`config.mk`:
```
export PLATFORM = sky130hd
export DESIGN_NAME = fcm_host
export DESIGN_NICKNAME = d
export VERILOG_FILES = /design/src/fcm_host.v
export VERILOG_INCLUDE_DIRS = /design/src
export SDC_FILE = /design/constraint.sdc
export NUM_CORES = 1
export LEC_CHECK = 0
export BUFFER_PORTS_ARGS = -buffer_cell sky130_fd_sc_hd__buf_2
export CAP_MARGIN = 20
export CORE_ASPECT_RATIO = 0.9
export CORE_UTILIZATION = 60
export DETAILED_ROUTE_END_ITERATION = 6
export HOLD_SLACK_MARGIN = 0.15
export PLACE_DENSITY = 0.91
export REMOVE_ABC_BUFFERS = 1
export SETUP_SLACK_MARGIN = 0.1
export SLEW_MARGIN = 20
export SYNTH_ARGS = -nofsm -noshare
export SYNTH_HDL_FRONTEND = slang
export SYNTH_SLANG_ARGS = --single-unit
```
`constraint.sdc`:
```
create_clock -name aclk -period 4.3 [get_ports aclk]
set_input_delay 0.86 -clock aclk [delete_from_list [all_inputs] [get_ports aclk]]
set_output_delay 0.86 -clock aclk [all_outputs]
set_load 0.02 [all_outputs]
```
`src/fcm_defines.vh`:
```
/*
 * constants of the flash command-mode host controller: register map,
 * command codes, bus sequences, pin timing.
 * assumes a 100 MHz aclk and a parallel NOR flash on the far side.
 */
`ifndef FCM_DEFINES_VH
`define FCM_DEFINES_VH
// register byte offsets
`define FCM_REG_CTRL 8'h00
`define FCM_REG_ADDR 8'h04
`define FCM_REG_WDATA 8'h08
`define FCM_REG_RDATA 8'h0c
`define FCM_REG_STAT 8'h10
`define FCM_REG_CFG 8'h14
// status fields
`define FCM_ST_BUSY 0
`define FCM_ST_ESUSP 3
`define FCM_ST_FAIL 4
`define FCM_ST_ABORT 5
`define FCM_ST_ERR 6
// axi responses
`define FCM_RESP_OKAY 2'h0
`define FCM_RESP_SLVERR 2'h2
`define FCM_RESP_DECERR 2'h3
// host commands, ctrl[3:0]
`define FCM_CMD_READ 4'h0
`define FCM_CMD_RESET 4'h1
`define FCM_CMD_AUTOSEL 4'h2
`define FCM_CMD_QUERY 4'h3
`define FCM_CMD_SEC_ENTER 4'h4
`define FCM_CMD_SEC_EXIT 4'h5
`define FCM_CMD_BUF_ABORT 4'h6
`define FCM_CMD_RAW 4'h7
`define FCM_CMD_POLL 4'h8
// tracked device modes
`define FCM_MODE_READ 2'h0
`define FCM_MODE_AUTOSEL 2'h1
`define FCM_MODE_QUERY 2'h2
`define FCM_MODE_SEC 2'h3
// bus cycle addresses and data
`define FCM_UNLOCK1_A 12'h555
`define FCM_UNLOCK2_A 12'h2aa
`define FCM_QUERY_A 12'h055
`define FCM_UNLOCK1_D 8'haa
`define FCM_UNLOCK2_D 8'h55
`define FCM_RESET_D 8'hf0
`define FCM_AUTOSEL_D 8'h90
`define FCM_QUERY_D 8'h98
`define FCM_SEC_ENTER_D 8'h88
`define FCM_SEC_EXIT2_D 8'h00
`define FCM_SUSPEND_D 8'hb0
`define FCM_RESUME_D 8'h30
`define FCM_BYPASS_D 8'h20
// fail and abort status bits of the data bus
`define FCM_DQ_FAIL 5
`define FCM_DQ_ABORT 1
// pin timing
`define FCM_CLK_NS 10
`define FCM_T_ACC_NS 90
`define FCM_T_WE_NS 35
`define FCM_SYNC_CYC 2
`define FCM_RD_CYC ((`FCM_T_ACC_NS + `FCM_CLK_NS - 1) / `FCM_CLK_NS + `FCM_SYNC_CYC)
`define FCM_WE_CYC ((`FCM_T_WE_NS + `FCM_CLK_NS - 1) / `FCM_CLK_NS)
`endif

```
`src/fcm_host.v`:
```
/*
 * host controller that issues command sequences and reads to a parallel
 * NOR flash through its chip-select, write and output strobes.
 * assumes software on an axi4-lite bus and the flash pins on the far side.
 */
// Behaviour
// RULE1: device latches address at the later falling edge of write or select.
// RULE2: device latches data at the earlier rising edge of write or select.
// RULE3: after power-up the device reads the array with no command.
// RULE4: device returns to array reads after embedded program or erase.
// RULE5: erase suspend gives reads of all sectors except the suspended one.
// RULE6: host writes only valid sequences, and reset after an improper one.
// RULE7: on fail status the host writes reset; device returns to read mode.
// RULE8: reset inside an erase sequence returns to read; ignored once erasing.
// RULE9: reset inside a program sequence returns to read or suspend-read.
// RULE10: only reset leaves autoselect, back to read or erase-suspend-read; mode_q also leaves it on secured sector enter or exit.
// RULE11: on buffer abort status the host writes the abort reset sequence.
// RULE12: autoselect is two unlock cycles then the autoselect command.
// RULE13: in autoselect the device answers reads repeatedly at any address.
// RULE14: autoselect gives maker code at 00h, device code at 01h, 0Eh, 0Fh.
// RULE15: autoselect gives secured lock at 03h, protection at sector plus 02h.
// RULE16: three-cycle enter opens the secured sector; four-cycle exit closes it.
// RULE17: no accelerated supply or unlock bypass while secured sector open.
// RULE18: query words 40h-44h give P, R, I and version 1.3.
// RULE19: query word 45h holds unlock need and process code.
// RULE20: query 46h gives 0002h, query 50h gives 0001h.
// RULE21: query 49h gives 0008h, query 48h gives 0000h.
// RULE22: query 4Fh gives the boot sector layout code.
// RULE23: in byte mode each location sits at twice its word address.
`include "fcm_defines.vh"
module fcm_host #(
   parameter AW = 23
) (
   // clock and reset
   input wire aclk,
   input wire aresetn,
   // axi4-lite slave
   input wire [7:0] s_awaddr,
   input wire s_awvalid,
   output reg s_awready,
   input wire [31:0] s_wdata,
   input wire [3:0] s_wstrb,
   input wire s_wvalid,
   output reg s_wready,
   output reg [1:0] s_bresp,
   output reg s_bvalid,
   input wire s_bready,
   input wire [7:0] s_araddr,
   input wire s_arvalid,
   output reg s_arready,
   output reg [31:0] s_rdata,
   output reg [1:0] s_rresp,
   output reg s_rvalid,
   input wire s_rready,
   // flash pins
   output reg flash_ce_n,
   output reg flash_we_n,
   output reg flash_oe_n,
   output reg [AW-1:0] flash_addr,
   output reg [15:0] flash_dq_o,
   output reg flash_dq_oe,
   input wire [15:0] flash_dq_i
);
   localparam S_IDLE = 3'h0;
   localparam S_WSET = 3'h1;
   localparam S_WLOW = 3'h2;
   localparam S_WHOLD = 3'h3;
   localparam S_RLOW = 3'h4;
   localparam integer RD_CYC_I = `FCM_RD_CYC;
   localparam integer WE_CYC_I = `FCM_WE_CYC;
   localparam [3:0] RD_CYC = RD_CYC_I[3:0];
   localparam [3:0] WE_CYC = WE_CYC_I[3:0];

   // sequence entry: {last, user_addr, addr[11:0], data[7:0]}
   function [21:0] fcm_seq;
      input [3:0] cmd;
      input [1:0] idx;
      begin
         fcm_seq = {2'b10, 12'h000, `FCM_RESET_D};
         case (cmd)
            `FCM_CMD_AUTOSEL, `FCM_CMD_SEC_ENTER, `FCM_CMD_BUF_ABORT, `FCM_CMD_SEC_EXIT: begin
               case (idx)
                  2'h0: fcm_seq = {2'b00, `FCM_UNLOCK1_A, `FCM_UNLOCK1_D};
                  2'h1: fcm_seq = {2'b00, `FCM_UNLOCK2_A, `FCM_UNLOCK2_D};
                  2'h2: begin
                     if (cmd == `FCM_CMD_AUTOSEL)
                        fcm_seq = {2'b10, `FCM_UNLOCK1_A, `FCM_AUTOSEL_D}; // RULE12
                     else if (cmd == `FCM_CMD_SEC_ENTER)
                        fcm_seq = {2'b10, `FCM_UNLOCK1_A, `FCM_SEC_ENTER_D}; // RULE16
                     else if (cmd == `FCM_CMD_BUF_ABORT)
                        fcm_seq = {2'b10, `FCM_UNLOCK1_A, `FCM_RESET_D}; // RULE11
                     else
                        fcm_seq = {2'b00, `FCM_UNLOCK1_A, `FCM_AUTOSEL_D};
                  end
                  default: fcm_seq = {2'b10, 12'h000, `FCM_SEC_EXIT2_D}; // RULE16
               endcase
            end
            `FCM_CMD_QUERY: fcm_seq = {2'b10, `FCM_QUERY_A, `FCM_QUERY_D};
            `FCM_CMD_RAW: fcm_seq = {2'b11, 12'h000, 8'h00};
            default: fcm_seq = {2'b10, 12'h000, `FCM_RESET_D}; // RULE6 RULE8 RULE9
         endcase
      end
   endfunction

   reg [2:0] st_q;
   reg [3:0] cnt_q;
   reg [1:0] idx_q;
   reg [3:0] cmd_q;
   reg [1:0] mode_q;
   reg esusp_q, fail_q, abort_q, err_q, byte_q;
   reg [AW-1:0] addr_q;
   reg [15:0] wdata_q, rdata_q;
   reg [15:0] dq_s1_q, dq_s2_q;
   reg [7:0] awaddr_q;
   reg [31:0] wbuf_q;
   reg aw_held_q, w_held_q;
   wire [21:0] seq_w = fcm_seq(cmd_q, idx_q);
   wire [AW-1:0] pin_addr_w = seq_w[20] ? addr_q : {{(AW-12){1'b0}}, seq_w[19:8]};
   wire [15:0] pin_data_w = seq_w[20] ? wdata_q : {8'h00, seq_w[7:0]};
   wire [3:0] new_cmd_w = wbuf_q[3:0];
   wire wr_go_w = aw_held_q && w_held_q && !s_bvalid;
   reg s_wstrb_ok_q;
   wire ctrl_wr_w = wr_go_w && awaddr_q == `FCM_REG_CTRL && s_wstrb_ok_q;
   // refuse while busy, while a pending failure or abort needs its reset
   wire refuse_w = st_q != S_IDLE ||
      (abort_q && new_cmd_w != `FCM_CMD_BUF_ABORT) || // RULE11
      (fail_q && new_cmd_w != `FCM_CMD_RESET && new_cmd_w != `FCM_CMD_POLL) || // RULE7
      (mode_q == `FCM_MODE_SEC && new_cmd_w == `FCM_CMD_RAW && wdata_q[7:0] == `FCM_BYPASS_D) || // RULE17
      new_cmd_w > `FCM_CMD_POLL;
   wire start_w = ctrl_wr_w && !refuse_w;
   wire [15:0] stat_w = {9'h000, err_q, abort_q, fail_q, esusp_q, mode_q, st_q != S_IDLE};

   // dq input synchroniser
   always @(posedge aclk) begin
      dq_s1_q <= flash_dq_i;
      dq_s2_q <= dq_s1_q;
   end

   // axi write channel
   always @(posedge aclk) begin
      if (!aresetn) begin
         aw_held_q <= 1'b0;
         w_held_q <= 1'b0;
         s_awready <= 1'b1;
         s_wready <= 1'b1;
         s_bvalid <= 1'b0;
         s_bresp <= `FCM_RESP_OKAY;
         awaddr_q <= 8'h00;
         wbuf_q <= 32'h0;
         s_wstrb_ok_q <= 1'b0;
      end else begin
         if (s_awvalid && s_awready) begin
            awaddr_q <= s_awaddr;
            aw_held_q <= 1'b1;
            s_awready <= 1'b0;
         end
         if (s_wvalid && s_wready) begin
            wbuf_q <= s_wdata;
            s_wstrb_ok_q <= s_wstrb[0];
            w_held_q <= 1'b1;
            s_wready <= 1'b0;
         end
         if (wr_go_w) begin
            aw_held_q <= 1'b0;
            w_held_q <= 1'b0;
            s_bvalid <= 1'b1;
            if (awaddr_q > `FCM_REG_CFG || awaddr_q[1:0] != 2'h0)
               s_bresp <= `FCM_RESP_DECERR;
            else if (ctrl_wr_w && refuse_w)
               s_bresp <= `FCM_RESP_SLVERR;
            else
               s_bresp <= `FCM_RESP_OKAY;
         end
         if (s_bvalid && s_bready) begin
            s_bvalid <= 1'b0;
            s_awready <= 1'b1;
            s_wready <= 1'b1;
         end
      end
   end

   // axi read channel
   always @(posedge aclk) begin
      if (!aresetn) begin
         s_arready <= 1'b1;
         s_rvalid <= 1'b0;
         s_rdata <= 32'h0;
         s_rresp <= `FCM_RESP_OKAY;
      end else if (s_arvalid && s_arready) begin
         s_arready <= 1'b0;
         s_rvalid <= 1'b1;
         s_rresp <= `FCM_RESP_OKAY;
         case (s_araddr)
            `FCM_REG_CTRL: s_rdata <= {28'h0, cmd_q};
            `FCM_REG_ADDR: s_rdata <= {{(32-AW){1'b0}}, addr_q};
            `FCM_REG_WDATA: s_rdata <= {16'h0, wdata_q};
            `FCM_REG_RDATA: s_rdata <= {16'h0, rdata_q};
            `FCM_REG_STAT: s_rdata <= {16'h0, stat_w};
            `FCM_REG_CFG: s_rdata <= {31'h0, byte_q};
            default: begin
               s_rdata <= 32'h0;
               s_rresp <= `FCM_RESP_DECERR;
            end
         endcase
      end else if (s_rvalid && s_rready) begin
         s_rvalid <= 1'b0;
         s_arready <= 1'b1;
      end
   end

   // registers, pin sequencer and mode tracking
   always @(posedge aclk) begin
      if (!aresetn) begin
         st_q <= S_IDLE;
         cnt_q <= 4'h0;
         idx_q <= 2'h0;
         cmd_q <= `FCM_CMD_READ;
         mode_q <= `FCM_MODE_READ; // RULE3
         esusp_q <= 1'b0;
         fail_q <= 1'b0;
         abort_q <= 1'b0;
         err_q <= 1'b0;
         byte_q <= 1'b0;
         addr_q <= {AW{1'b0}};
         wdata_q <= 16'h0;
         rdata_q <= 16'h0;
         flash_ce_n <= 1'b1;
         flash_we_n <= 1'b1;
         flash_oe_n <= 1'b1;
         flash_addr <= {AW{1'b0}};
         flash_dq_o <= 16'h0;
         flash_dq_oe <= 1'b0;
      end else begin
         if (wr_go_w && s_wstrb_ok_q) begin
            if (awaddr_q == `FCM_REG_ADDR)
               addr_q <= wbuf_q[AW-1:0];
            if (awaddr_q == `FCM_REG_WDATA)
               wdata_q <= wbuf_q[15:0];
            if (awaddr_q == `FCM_REG_CFG)
               byte_q <= wbuf_q[0];
            if (awaddr_q == `FCM_REG_STAT && wbuf_q[`FCM_ST_ERR])
               err_q <= 1'b0;
         end
         if (ctrl_wr_w && refuse_w)
            err_q <= 1'b1;
         case (st_q)
            S_IDLE: begin
               if (start_w) begin
                  cmd_q <= new_cmd_w;
                  idx_q <= 2'h0;
                  st_q <= (new_cmd_w == `FCM_CMD_READ || new_cmd_w == `FCM_CMD_POLL) ? S_RLOW : S_WSET;
                  cnt_q <= 4'h0;
               end
            end
            S_WSET: begin
               // address set in the same cycle as select falls, one cycle before write falls
               flash_addr <= byte_q ? {pin_addr_w[AW-2:0], 1'b0} : pin_addr_w; // RULE23
               flash_dq_o <= pin_data_w;
               flash_dq_oe <= 1'b1;
               flash_ce_n <= 1'b0;
               st_q <= S_WLOW;
               cnt_q <= 4'h0;
            end
            S_WLOW: begin
               flash_we_n <= 1'b0; // RULE1
               cnt_q <= cnt_q + 4'h1;
               if (cnt_q == WE_CYC) begin
                  flash_we_n <= 1'b1; // RULE2
                  st_q <= S_WHOLD;
               end
            end
            S_WHOLD: begin
               // data held past the write rise, then select released
               flash_ce_n <= 1'b1;
               flash_dq_oe <= 1'b0;
               if (seq_w[21]) begin
                  st_q <= S_IDLE;
                  case (cmd_q)
                     `FCM_CMD_RESET: begin
                        fail_q <= 1'b0; // RULE7
                        if (mode_q != `FCM_MODE_SEC)
                           mode_q <= `FCM_MODE_READ; // RULE10
                     end
                     `FCM_CMD_AUTOSEL: mode_q <= `FCM_MODE_AUTOSEL; // RULE12
                     `FCM_CMD_QUERY: if (mode_q == `FCM_MODE_READ) mode_q <= `FCM_MODE_QUERY;
                     `FCM_CMD_SEC_ENTER: mode_q <= `FCM_MODE_SEC; // RULE16
                     `FCM_CMD_SEC_EXIT: mode_q <= `FCM_MODE_READ; // RULE16
                     `FCM_CMD_BUF_ABORT: abort_q <= 1'b0; // RULE11
                     `FCM_CMD_RAW: begin
                        if (wdata_q[7:0] == `FCM_SUSPEND_D)
                           esusp_q <= 1'b1; // RULE5
                        else if (wdata_q[7:0] == `FCM_RESUME_D)
                           esusp_q <= 1'b0;
                     end
                     default: mode_q <= mode_q;
                  endcase
               end else begin
                  idx_q <= idx_q + 2'h1;
                  st_q <= S_WSET;
               end
            end
            S_RLOW: begin
               flash_addr <= byte_q ? {addr_q[AW-2:0], 1'b0} : addr_q; // RULE23
               flash_ce_n <= 1'b0;
               flash_oe_n <= 1'b0;
               cnt_q <= cnt_q + 4'h1;
               if (cnt_q == RD_CYC) begin
                  flash_ce_n <= 1'b1;
                  flash_oe_n <= 1'b1;
                  rdata_q <= dq_s2_q; // RULE13 RULE14 RULE15 RULE18 RULE19 RULE20 RULE21 RULE22
                  if (cmd_q == `FCM_CMD_POLL) begin // RULE4
                     if (dq_s2_q[`FCM_DQ_FAIL])
                        fail_q <= 1'b1; // RULE7
                     if (dq_s2_q[`FCM_DQ_ABORT])
                        abort_q <= 1'b1; // RULE11
                  end
                  st_q <= S_IDLE;
               end
            end
            default: st_q <= S_IDLE;
         endcase
      end
   end
endmodule // fcm_host

```
After elaboration in Yosys (flattened, before gate mapping)
Cells that the tools add are included.
{"block": "word_totals", "regBits": 225, "inputBits": 75, "out_inout_bits": 84, "elab_cells": 202}
{"block": "op_classes", "n_addsub": 2, "magnitude_cmp": 2, "n_eq_ne": 47, "mux": 53, "bitwise_logic": 1, "reduce_logical": 63}
{"operator": "one-hot mux 23 bit (6 select lines)", "count": 1}
{"operator": "one-hot mux 22 bit (3 select lines)", "count": 2}
{"operator": "2-to-1 mux 23 bit", "count": 3}
{"operator": "2-to-1 mux 22 bit", "count": 3}
{"operator": "one-hot mux 23 bit (2 select lines)", "count": 1}
{"operator": "== test 8 x 5 -> 1 bit, second input constant", "count": 4}
{"operator": "== test 4 x 3 -> 1 bit, second input constant", "count": 6}
{"operator": "== test 8 x 4 -> 1 bit, second input constant", "count": 3}
{"operator": "!= test 2 bit, second input constant", "count": 12}
{"operator": "2-to-1 mux 1 bit", "count": 22}
{"operator": "logical AND 1 bit", "count": 18}
{"operator": "nonzero test 2 bit", "count": 9}
{"operator": "== test 8 x 3 -> 1 bit, second input constant", "count": 2}
{"operator": "== test 8 x 6 -> 1 bit, second input constant", "count": 2}
{"operator": "zero test 8 bit", "count": 2}
{"operator": "2-to-1 mux 16 bit", "count": 1}
{"operator": "one-hot mux 3 bit (5 select lines)", "count": 1}
{"operator": "2-to-1 mux 2 bit", "count": 7}
{"operator": "AND reduction 2 bit", "count": 7}
{"operator": "== test 4 bit, second input constant", "count": 3}
{"operator": "2-to-1 mux 3 bit", "count": 4}
{"operator": "one-hot mux 4 bit (3 select lines)", "count": 1}
{"operator": "AND reduction 6 bit", "count": 2}
{"operator": "one-hot mux 2 bit (5 select lines)", "count": 1}
{"operator": "34 further kinds", "count": 51}

Longest topological paths before layout
Gate-level depths: netlist of the first run.
{"block": "depth", "depth_word": 10, "ltp_mapped": 8, "depth_no_buf": 7}

Least setup slack after synthesis of the first run
No wires, ideal clock.
{"block": "synth_path", "path_kind": "in2reg", "from": "input s_araddr[1]", "to": "register s_rdata[3]", "setup_ns": 0.060, "arrival_ns": 2.050, "t_required_ns": 4.240, "slack_ns": 2.191, "stages": 5, "path_buffers": 1, "path_cell_list": "nor2_1 nand3b_1 nor3_1 buf_2 a221o_1"}
{"block": "synth_via", "elab_chain_len": 2, "word_cells_on_any_way": 7, "classes_between": "eq/ne (5); mux (1); reduce/logical (1)"}
{"element": "start: declaration", "line_no": "fcm_host.v:48", "text": "input wire [7:0] s_araddr,"}
{"element": "== test 8 x 5 -> 1 bit (tied with other cells)", "line_no": "fcm_host.v:193", "text": "case (s_araddr)"}
{"element": "one-hot mux 23 bit (6 select lines) *", "line_no": "fcm_host.v:193"}
{"element": "end signal: assignment", "line_no": "fcm_host.v:194", "text": "`FCM_REG_CTRL: s_rdata <= {28'h0, cmd_q};"}
{"element": "end signal: assignment", "line_no": "fcm_host.v:195", "text": "`FCM_REG_ADDR: s_rdata <= {{(32-AW){1'b0}}, addr_q};"}
{"element": "end signal: assignment", "line_no": "fcm_host.v:196", "text": "`FCM_REG_WDATA: s_rdata <= {16'h0, wdata_q};"}
{"element": "end: declaration", "line_no": "fcm_host.v:51", "text": "output reg [31:0] s_rdata,"}
Every way passes the cells marked *; elsewhere a longest branch is shown, timed or not.
A chain may end at the register's enable or synchronous reset.

Final worst setup path of the first run
{"block": "layout_path", "from": "register st_q[0]", "to": "register flash_addr[14]"}
{"block": "layout_via", "elab_chain_len": 2, "word_cells_on_any_way": 4, "classes_between": "eq/ne (2); mux (1); reduce/logical (1)"}
{"element": "start: declaration", "line_no": "fcm_host.v:105", "text": "reg [2:0] st_q;"}
{"element": "start signal: assignment", "line_no": "fcm_host.v:251", "text": "st_q <= (new_cmd_w == `FCM_CMD_READ || new_cmd_w == `FCM_CMD_POLL) ? S_RLOW : S_WSET;"}
{"element": "== test 3 bit or == test 3 x 1 -> 1 bit (tied branches)", "line_no": "fcm_host.v:246", "text": "case (st_q)"}
{"element": "one-hot mux 23 bit (2 select lines) or nonzero test 2 bit (tied branches)"}
{"element": "end signal: assignment", "line_no": "fcm_host.v:230", "text": "flash_addr <= {AW{1'b0}};"}
{"element": "end signal: assignment", "line_no": "fcm_host.v:257", "text": "flash_addr <= byte_q ? {pin_addr_w[AW-2:0], 1'b0} : pin_addr_w;"}
{"element": "end signal: assignment", "line_no": "fcm_host.v:303", "text": "flash_addr <= byte_q ? {addr_q[AW-2:0], 1'b0} : addr_q;"}
{"element": "end: declaration", "line_no": "fcm_host.v:59", "text": "output reg [AW-1:0] flash_addr,"}
Several ways; a longest one is shown, not always the timed one.

==> results of run 1 <==
[cell type report]
| class | count | area (sq um) |
|---|---|---|
| Sequential cell | 215 | 4310 |
| Fill cell | 1082 | 4280 |
| Multi-Input combinational cell | 741 | 4510 |
| Tap cell | 198 | 248 |
| Inverter | 13 | 48.8 |
| Clock buffer | 29 | 587 |
| Clock inverter | 8 | 140 |
| Timing Repair Buffer | 143 | 746 |
[state kept, by name, indices dropped and copies added, names as in the netlist, 2 cells and up]
signal,count
flash_dq_o,16
flash_addr,23
dq_s2_q,16
mode_q,2
s_bresp,2
awaddr_q,8
wbuf_q,23
addr_q,23
st_q,3
rdata_q,16
cnt_q,4
dq_s1_q,16
idx_q,2
s_rdata,23
cmd_q,4
wdata_q,16
[cells in the final DEF (no fill, tap or decap), drive strengths merged, types with 13 or more instances in the layout]
cell type  count
a21oi         39
o21ai         52
dfxtp        215
nand3         24
nor2b         30
clkbuf        29
buf          143
a22oi         22
nor3          13
a21boi        78
nor2          59
nand2        202
mux2i         51
and2          16
[logic make-up (layout without fill, tap and decap cells)]
group / Yosys count / after routing / share of synthesized area, %
mux: 60 / 60 / 6.63
fa+ha+maj: 7 / 7 / 0.949
simple gates: 394 / 394 / 20.6
flops: 215 / 215 / 46.7
compound gates: 268 / 268 / 20.0
buf+inv: 93 / 193 / 4.76
other cells: 1 / 9 / 0.0406
xor+xnor: 3 / 3 / 0.285
[metal layers]
layer / track usage, % / wire [um] / vias to the layer above
li1: - / - / 3830
met1: 41.6 / 10500 / 3867
met2: 51.1 / 11400 / 456
met3: 5.20 / 2320 / 71
met4: 11.6 / 839 / 0
met5: 0 / 0 / -
[worst max-delay path, cell delays in order (launching register included)]
cell	delay, ns
dfxtp_1	0.69
or3b_1	0.83
nor3_4	0.72
nor2_2	0.25
o21ai_1	0.21
and2_1	0.14
[per-stage QoR]
stage	power, mW	util (%)	instance area, sq um	setup WS (ns)	hold slack (ns)
after global routing	4.29	71.2	10600	1.26	0.336
after floorplan	2.19	-	8860	1.85	0.310
after detailed placement	2.28	66.3	9860	1.51	0.312
after CTS	4.18	71.2	10600	1.49	0.324
final	4.18	71.2	10600	1.40	0.323
after global placement	2.28	66.3	9860	1.60	0.312
[how the worst max path moves through the flow]
stage                                    start                     endpoint  slack [ns]  cells past startpoint
after floorplan                    s_araddr[1]     s_rdata[10]$_SDFFE_PN0P_        1.85                      4
after global placement    st_q[0]$_SDFFE_PN0P_  flash_addr[19]$_SDFFE_PN0P_        1.60                      5
after detailed placement  st_q[0]$_SDFFE_PN0P_  flash_addr[16]$_SDFFE_PN0P_        1.51                      5
after CTS                 st_q[0]$_SDFFE_PN0P_  flash_addr[14]$_SDFFE_PN0P_        1.49                      5
after global routing      st_q[0]$_SDFFE_PN0P_  flash_addr[19]$_SDFFE_PN0P_        1.26                      5
final                     st_q[0]$_SDFFE_PN0P_  flash_addr[14]$_SDFFE_PN0P_        1.40                      5
[report_power, final]
group / internal, mW / switching, mW
Combinational: 0.0684 / 0.111
Sequential: 2.03 / 0.0329
Clock: 1.15 / 0.787
==> flow_metrics.env, run 1 <==
export IMPL_cts_hold_buffers_added=0
export IMPL_synth_top_area_share_pct=46.7
export IMPL_cts_buffer_depth=3
export IMPL_synth_top_flop_cell="dfxtp_1"
export IMPL_netlist_area_sq_um=9230
export IMPL_grt_pass1_vias=7651
export IMPL_rsz0062_at_grt="no"
export IMPL_viasPerCell=6.11
export IMPL_timing_rr_end="flash_addr[14]$_SDFFE_PN0P_"
export IMPL_tritoncts="done"
export IMPL_dr_pass1_iters=6
export IMPL_fin_crit_sh_pct=67.6
export IMPL_grt_max_degree=109
export IMPL_worstRegToRegCells=5
export IMPL_ctsHtreeMaxLevel=1
export IMPL_initial_utilization_pct=62.0
export IMPL_avgSynthCellArea_sq_um=8.86
export IMPL_antenna_found_initial=0
export IMPL_reg2reg_setup_slack_ns=1.40
export IMPL_syn_to_final_growth_pct=14.8
export IMPL_core_sq_um=14900
export IMPL_hp_class="flop to flop"
export IMPL_yosysSeqAreaShare_pct=46.7
export IMPL_nets=1218
export IMPL_yosys_area_top_type="dfxtp_1"
export IMPL_finalHoldViolCount=0
export IMPL_postCtsSetupRepairBufs=0
export IMPL_numCtsBuffers=22
export IMPL_synth_edff_count=0
export IMPL_status="complete, no violations"
export IMPL_die_width_um=133
export IMPL_grt_util_all_layers_pct=31.3
export IMPL_relSlewSlack_pct=28.6
export IMPL_drive_gt1_share_pct=17.3
export IMPL_synth_async_reset_ratio_pct=0
export IMPL_syn_inst=1041
export IMPL_synth_seq_cells=215
export IMPL_cp_data_arrival_time_ns=3.37
export IMPL_fin_crit_ns=2.90
export IMPL_hpwl_um=16400
export IMPL_cts_clk_slew_worst_paths_ns=0.06
export IMPL_drtIter0Drc=983
export IMPL_fmax_mhz=344
export IMPL_drcViolationCount=0
export IMPL_num_vias=8224
export IMPL_wl_per_cell_um=18.6
export IMPL_rows=42
export IMPL_dieArea_sq_um=15900
export IMPL_n_antenna_cell=0
export IMPL_start_kind="flop"
export IMPL_holdPathStages=0
export IMPL_setup_tns_ns=0
export IMPL_p_leak_nw=4.15
export IMPL_hp_start="dq_s1_q[11]$_DFF_P_"
export IMPL_die_h_um=120
export IMPL_crit_required_ns=4.76
export IMPL_slew_violations=0
export IMPL_max_cap_viol_count=0
export IMPL_power_density_nw_per_um2=395
export IMPL_crit_path_max_fanout=21
export IMPL_worstReg2RegStart="st_q[0]$_SDFFE_PN0P_"
export IMPL_synth_area_leaders="dfxtp_1, nand2_1, mux2i_1, a21boi_0, nor2_1"
export IMPL_routed_wl_um=25100
export IMPL_io_buffers=137
export IMPL_tightest_slew_ns=1.07
export IMPL_critPathCaptureType="flop"
export IMPL_cts_resized_gates=0
export IMPL_setup_violations=0
export IMPL_num_io_pins=159
export IMPL_antenna_left=0
export IMPL_crit_type="flop to flop"
export IMPL_place_inst=1310
export IMPL_synth_most_common_cell="dfxtp_1"
export IMPL_grt_pass1_wl_um=39500
export IMPL_cts_root_buffer="clkbuf_16"
export IMPL_ir_drop_v=0.000362
export IMPL_place_congestion=0.962
export IMPL_fin_cells=1347
export IMPL_clock_latency_ns=0.52
export IMPL_synth_distinct_cells=76
export IMPL_ys_top_cells_by_count="dfxtp_1, nand2_1, nor2_1"
export IMPL_hold_end="dq_s2_q[11]$_DFF_P_"
export IMPL_grt_overflow_total=0
export IMPL_ys_warn_count=0
export IMPL_clock_sinks=215
export IMPL_final_setup_skew_ns=0.0171
Power figures use the tool's default switching activity.
==> run 2: changes to the inputs <==
--- a/config.mk
+++ b/config.mk
@@ -6,13 +6,14 @@
 export SDC_FILE = /design/constraint.sdc
 export NUM_CORES = 1
 export LEC_CHECK = 0
+export ABC_AREA = 1
 export BUFFER_PORTS_ARGS = -buffer_cell sky130_fd_sc_hd__buf_2
 export CAP_MARGIN = 20
 export CORE_ASPECT_RATIO = 0.9
-export CORE_UTILIZATION = 60
+export CORE_UTILIZATION = 50
 export DETAILED_ROUTE_END_ITERATION = 6
 export HOLD_SLACK_MARGIN = 0.15
-export PLACE_DENSITY = 0.91
+export PLACE_DENSITY = 0.82
 export REMOVE_ABC_BUFFERS = 1
 export SETUP_SLACK_MARGIN = 0.1
 export SLEW_MARGIN = 20
==> constraint.sdc (replaced) <==
create_clock -name aclk -period 2.6 [get_ports aclk]
set_input_delay 0.52 -clock aclk [delete_from_list [all_inputs] [get_ports aclk]]
set_output_delay 0.52 -clock aclk [all_outputs]
set_load 0.02 [all_outputs]
==> flow_metrics.env, run 2 <==
export IMPL_status="complete, no violations"
export IMPL_die_width_um=142
export IMPL_dr_pass1_iters=5
export IMPL_grt_util_all_layers_pct=27.4
export IMPL_drcViolationCount=0
export IMPL_ir_drop_v=0.000707
export IMPL_setup_tns_ns=0
export IMPL_fin_crit_ns=1.94
export IMPL_hpwl_um=16500
export IMPL_avgSynthCellArea_sq_um=7.44
export IMPL_synth_top_flop_cell="dfxtp_1"
export IMPL_cts_clk_slew_worst_paths_ns=0.07
export IMPL_synth_distinct_cells=37
export IMPL_crit_required_ns=3.04
export IMPL_clock_sinks=215
export IMPL_synth_seq_cells=215
export IMPL_num_vias=8514
export IMPL_top_layer="met4"
export IMPL_grt_pass1_vias=7873
export IMPL_syn_to_final_growth_pct=20.2
export IMPL_yosysSeqAreaShare_pct=48.7
export IMPL_place_congestion=0.957
export IMPL_yosys_area_top_type="dfxtp_1"
export IMPL_tightest_slew_ns=0.895
export IMPL_core_sq_um=17100
export IMPL_crit_path_max_fanout=19
export IMPL_rows=45
export IMPL_ctsHtreeMaxLevel=1
export IMPL_final_area_sq_um=10600
export IMPL_power_density_nw_per_um2=759
export IMPL_hold_ws_ns=0.259
export IMPL_io_buffers=137
export IMPL_cts_resized_gates=0
export IMPL_synth_async_reset_ratio_pct=0
export IMPL_nFillCells=1462
export IMPL_met2_length_um=11100
export IMPL_ys_top_cells_by_count="dfxtp_1, nand2_1, nor2_1"
export IMPL_syn_inst=1188
export IMPL_routed_wl_um=24800
export IMPL_max_cap_viol_count=0
export IMPL_p_leak_nw=4.51
export IMPL_synth_edff_count=0
export IMPL_grt_max_degree=81
export IMPL_synth_most_common_cell="dfxtp_1"
export IMPL_cts_root_buffer="clkbuf_16"
export IMPL_grt_pass1_wl_um=39500
export IMPL_antenna_left=0
export IMPL_dieArea_sq_um=18200
export IMPL_hp_class="input pin to flop"
export IMPL_dpl_cell_area_sq_um=9640
export IMPL_fmax_mhz=517
export IMPL_nets=1402
export IMPL_critPathCaptureType="flop"
export IMPL_crit_type="flop to flop"
export IMPL_clock_latency_ns=0.50
export IMPL_finalHoldViolCount=0
export IMPL_start_kind="flop"
export IMPL_setup_violations=0
export IMPL_met3_wirelength_um=2590
export IMPL_final_cell_mix="dfxtp_1, nand2_1, nor2_1"
export IMPL_final_common_cell="dfxtp_1"
export IMPL_numCtsBuffers=22
export IMPL_drive_gt1_share_pct=16.9
export IMPL_synth_area_leaders="dfxtp_1, nand2_1, o21ai_0, nor2_1, a21oi_1"
export IMPL_netlist_area_sq_um=8840
export IMPL_grt_overflow_total=0
export IMPL_cts_buffer_depth=3
export IMPL_postCtsSetupRepairBufs=0
export IMPL_slew_violations=0
export IMPL_antenna_found_initial=1
export IMPL_cp_data_arrival_time_ns=2.38
export IMPL_num_io_pins=159
export IMPL_ys_warn_count=0
export IMPL_wl_met1_um=10500
export IMPL_tritoncts="done"
export IMPL_final_setup_skew_ns=0.0145
export IMPL_initial_utilization_pct=51.8
export IMPL_die_h_um=128
export IMPL_viasPerCell=5.42
export IMPL_synth_top_area_share_pct=48.7
export IMPL_relSlewSlack_pct=40.0
export IMPL_drtIter0Drc=907
export IMPL_cts_hold_buffers_added=16
export IMPL_fin_crit_sh_pct=74.4
export IMPL_wl_per_cell_um=15.8
export IMPL_rsz0062_at_grt="no"
==> run 2: cell type report <==
type / instances / area, sq um / area share [%]
tap: 235 / 294 / 2.77
timing repair buffer: 171 / 981 / 9.23
antenna: 1 / 2.50 / 0.0235
clock buffer: 30 / 632 / 5.95
multi-input combinational: 815 / 3860 / 36.3
sequential: 215 / 4300 / 40.5
inverter: 95 / 357 / 3.36
clock inverter: 9 / 195 / 1.84
==> run 2: cells by family after synthesis <==
| family | synth area share [%] |
|---|---|
| AND/OR/NAND/NOR | 23.9 |
| AO/OA/AOI/OAI | 18.4 |
| flip-flops | 48.7 |
| buffers and inverters | 7.99 |
| adder cells (fa/ha/maj) | 0.990 |
| other | 0.0424 |
==> run 2: final timing paths <==
check,slack [ns],startpoint,cells past startpoint,endpoint
worst max-delay path,0.66,st_q[1]$_SDFFE_PN0P_,7,rdata_q[2]$_SDFFE_PN0P_
worst min-delay path,0.26,s_awaddr[7],3,awaddr_q[7]$_SDFFE_PN0P_
worst max register to register,0.66,st_q[1]$_SDFFE_PN0P_,7,rdata_q[2]$_SDFFE_PN0P_
worst min register to register,0.33,dq_s1_q[14]$_DFF_P_,0,dq_s2_q[14]$_DFF_P_
==> run 2: per-layer routing <==
metal | GRT usage (%) | up-vias
met5 | 0 | -
met4 | 8.67 | 0
met3 | 5.94 | 58
met2 | 44.8 | 441
met1 | 36.0 | 3837
li1 | - | 4178
==> run 2: stage by stage <==
step | setup slack [ns] | total power [mW] | util [%] | std cells
2_1_floorplan | 0.478 | 4.17 | - | 1125
3_3_place_gp | 0.401 | 4.50 | 56.5 | 1515
3_5_place_dp | 0.312 | 4.52 | 56.5 | 1515
4_1_cts | 0.695 | 8.07 | 62.3 | 1570
5_1_grt | 0.518 | 8.34 | 62.3 | 1570
6_report | 0.665 | 8.07 | 62.3 | 1571
==> run 2: power breakdown <==
part           leakage [nW]  internal [mW]  total [mW]  switching (mW)
registers              1.76           3.44        3.53          0.0901
logic                  2.35          0.275       0.963           0.688
clock network         0.406           2.29        3.58            1.29
==> run 2: worst max-delay path: stages, from the launching register on <==
cell,delay (ns)
dfxtp_1,0.38
nor2_1,0.14
nand2_2,0.22
inv_2,0.31
nand2_2,0.30
inv_2,0.32
nor2_1,0.09
nor2_1,0.10
==> run 3: changes to the inputs <==
--- a/config.mk
+++ b/config.mk
@@ -10,10 +10,10 @@
 export BUFFER_PORTS_ARGS = -buffer_cell sky130_fd_sc_hd__buf_2
 export CAP_MARGIN = 20
 export CORE_ASPECT_RATIO = 0.9
-export CORE_UTILIZATION = 50
+export CORE_UTILIZATION = 56
 export DETAILED_ROUTE_END_ITERATION = 6
 export HOLD_SLACK_MARGIN = 0.15
-export PLACE_DENSITY = 0.82
+export PLACE_DENSITY = 0.86
 export REMOVE_ABC_BUFFERS = 1
 export SETUP_SLACK_MARGIN = 0.1
 export SLEW_MARGIN = 20
==> constraint.sdc (replaced) <==
create_clock -name aclk -period 2 [get_ports aclk]
set_input_delay 0.4 -clock aclk [delete_from_list [all_inputs] [get_ports aclk]]
set_output_delay 0.4 -clock aclk [all_outputs]
set_load 0.02 [all_outputs]
==> flow_metrics.env, run 3 (synthesis gave the netlist of run 2 again) <==
export IMPL_crit_type="flop to flop"
export IMPL_final_area_sq_um=10700
export IMPL_fin_crit_sh_pct=85.9
export IMPL_rows=43
export IMPL_initial_utilization_pct=57.3
export IMPL_switching_share_pct=26.7
export IMPL_io_buffers=137
export IMPL_p_int_mw=7.46
export IMPL_ctsHtreeMaxLevel=1
export IMPL_relSlewSlack_pct=39.2
export IMPL_final_setup_worst_slack_ns=0.283
export IMPL_cts_buffer_depth=3
export IMPL_crit_path_max_fanout=6
export IMPL_drtIter0Drc=1106
export IMPL_pwr_share_comb_pct=13.3
export IMPL_routed_wl_um=25400
export IMPL_rsz0062_at_grt="no"
export IMPL_reg2reg_setup_slack_ns=0.28
export IMPL_wl_per_cell_um=16.3
export IMPL_p_leak_nw=4.60
export IMPL_timing_rr_end="cnt_q[3]$_SDFFE_PN0P_"
export IMPL_ir_drop_v=0.000709
export IMPL_n_antenna_cell=0
export IMPL_final_util_pct=69.5
export IMPL_power_density_nw_per_um2=949
export IMPL_cts_root_buffer="clkbuf_16"
export IMPL_final_setup_skew_ns=0.0201
export IMPL_drive_gt1_share_pct=18.1
export IMPL_grt_util_all_layers_pct=31.3
export IMPL_antenna_left=0
export IMPL_final_common_cell="dfxtp_1"
export IMPL_status="complete, no violations"
export IMPL_die_h_um=121
export IMPL_fin_cells=1559
export IMPL_tightest_slew_ns=0.911
export IMPL_dr_pass1_iters=6
export IMPL_grt_max_degree=89
export IMPL_holdPathStages=3
export IMPL_seqPwrFrac_pct=45.0
export IMPL_hp_class="input pin to flop"
export IMPL_clock_sinks=215
export IMPL_dpl_cell_area_sq_um=9750
export IMPL_place_congestion=0.929
export IMPL_crit_required_ns=2.44
export IMPL_grt_overflow_total=0
export IMPL_slew_violations=0
export IMPL_place_ws_ns=0.186
export IMPL_hp_start="s_awaddr[7]"
export IMPL_place_inst=1499
export IMPL_hold_end="awaddr_q[7]$_SDFFE_PN0P_"
export IMPL_final_cell_mix="dfxtp_1, nand2_1, nor2_1"
export IMPL_worstReg2RegStart="st_q[1]$_SDFFE_PN0P_"
export IMPL_max_cap_viol_count=0
export IMPL_fin_crit_ns=1.72
export IMPL_cp_data_arrival_time_ns=2.15
export IMPL_p_sw_mw=2.73
export IMPL_setup_tns_ns=0
export IMPL_nets=1426
export IMPL_fmax_mhz=582
export IMPL_grt_pass1_wl_um=40300
export IMPL_setup_violations=0
export IMPL_drcViolationCount=0
export IMPL_viasPerCell=5.64
export IMPL_die_width_um=134
export IMPL_syn_to_final_growth_pct=21.4
export IMPL_grt_pass1_vias=8260
export IMPL_finalHoldViolCount=0
export IMPL_antenna_found_initial=0
export IMPL_worstRegToRegCells=7
export IMPL_num_io_pins=159
export IMPL_hpwl_um=16600
export IMPL_critPathCaptureType="flop"
export IMPL_tritoncts="done"
export IMPL_cts_clk_slew_worst_paths_ns=0.06
export IMPL_num_vias=8788
export IMPL_dieArea_sq_um=16300
export IMPL_start_kind="flop"
export IMPL_clockPowerShare_pct=41.7
export IMPL_clock_latency_ns=0.51
export IMPL_numCtsBuffers=22
export IMPL_core_sq_um=15400
-- run 3: changes by cell type in the layout (fill, tap and decap cells not counted), sizes merged --
cell / before / now
diode: 1 / 0
clkinvlp: 0 / 2
clkinv: 3 / 5
dlygate4sd3: 16 / 23
clkbuf: 30 / 27
bufinv: 6 / 3
buf: 155 / 172
-- run 3: layer usage --
layer	global-route usage [%]	routed length, um	vias up	part of all wire, %
met5	0	0	-	0
met4	10.6	589	0	2.3
met3	4.93	2380	51	9.4
met2	52.1	11800	483	46
met1	41.3	10600	4033	42
li1	-	-	4221	-
-- run 3: what timing repair did --
item	in CTS	in global routing
setup buffers	0	0
endpoints found under the hold margin	23	0
resized for setup	0	2
endpoints found under the setup margin	0	7
hold buffers	23	0
-- run 3: power by group through the flow --
stage / registers, mW / clock network [mW] / logic [mW]
2_1_floorplan: 4.73 / 0 / 0.680
3_3_place_gp: 4.68 / 0 / 1.26
3_5_place_dp: 4.68 / 0 / 1.29
4_1_cts: 4.59 / 4.26 / 1.33
5_1_grt: 4.61 / 4.42 / 1.49
6_report: 4.59 / 4.24 / 1.36
-- run 3: critical path, stage by stage, from the launching register on --
cell and delay [ns]:
dfxtp_1 0.47, nor2_1 0.09, nand2_2 0.18, buf_4 0.20, nand2_1 0.14, nor2_1 0.28
nand3_1 0.14, a21oi_1 0.15
-- run 3: layout make-up --
type	instances	area, sq um
fillers	1214	4700
well taps	202	253
multi-input cells	815	3870
clock inverters	10	141
flip-flops and latches	215	4300
repair buffers	195	1200
clock buffers	27	609
inverters	95	357
-- run 3: worst max path at each step --
stage / start / end / slack [ns] / depth (start not counted)
after floorplan: st_q[2]$_SDFFE_PN0P_ / flash_addr[12]$_SDFFE_PN0P_ / -0.12 / 9
after global placement: s_araddr[4] / s_rdata[4]$_SDFFE_PN0P_ / 0.21 / 10
after detailed placement: s_araddr[1] / s_rdata[4]$_SDFFE_PN0P_ / 0.19 / 10
after CTS: awaddr_q[6]$_SDFFE_PN0P_ / st_q[2]$_SDFFE_PN0P_ / 0.21 / 10
after global routing: st_q[2]$_SDFFE_PN0P_ / flash_addr[21]$_SDFFE_PN0P_ / 0.15 / 9
final: st_q[1]$_SDFFE_PN0P_ / cnt_q[3]$_SDFFE_PN0P_ / 0.28 / 7
-- run 3: metrics by stage --
stage	power, mW	hold WS [ns]
after floorplan	5.41	0.310
after global placement	5.93	0.310
after detailed placement	5.97	0.312
after CTS	10.2	0.151
after global routing	10.5	0.169
final	10.2	0.154
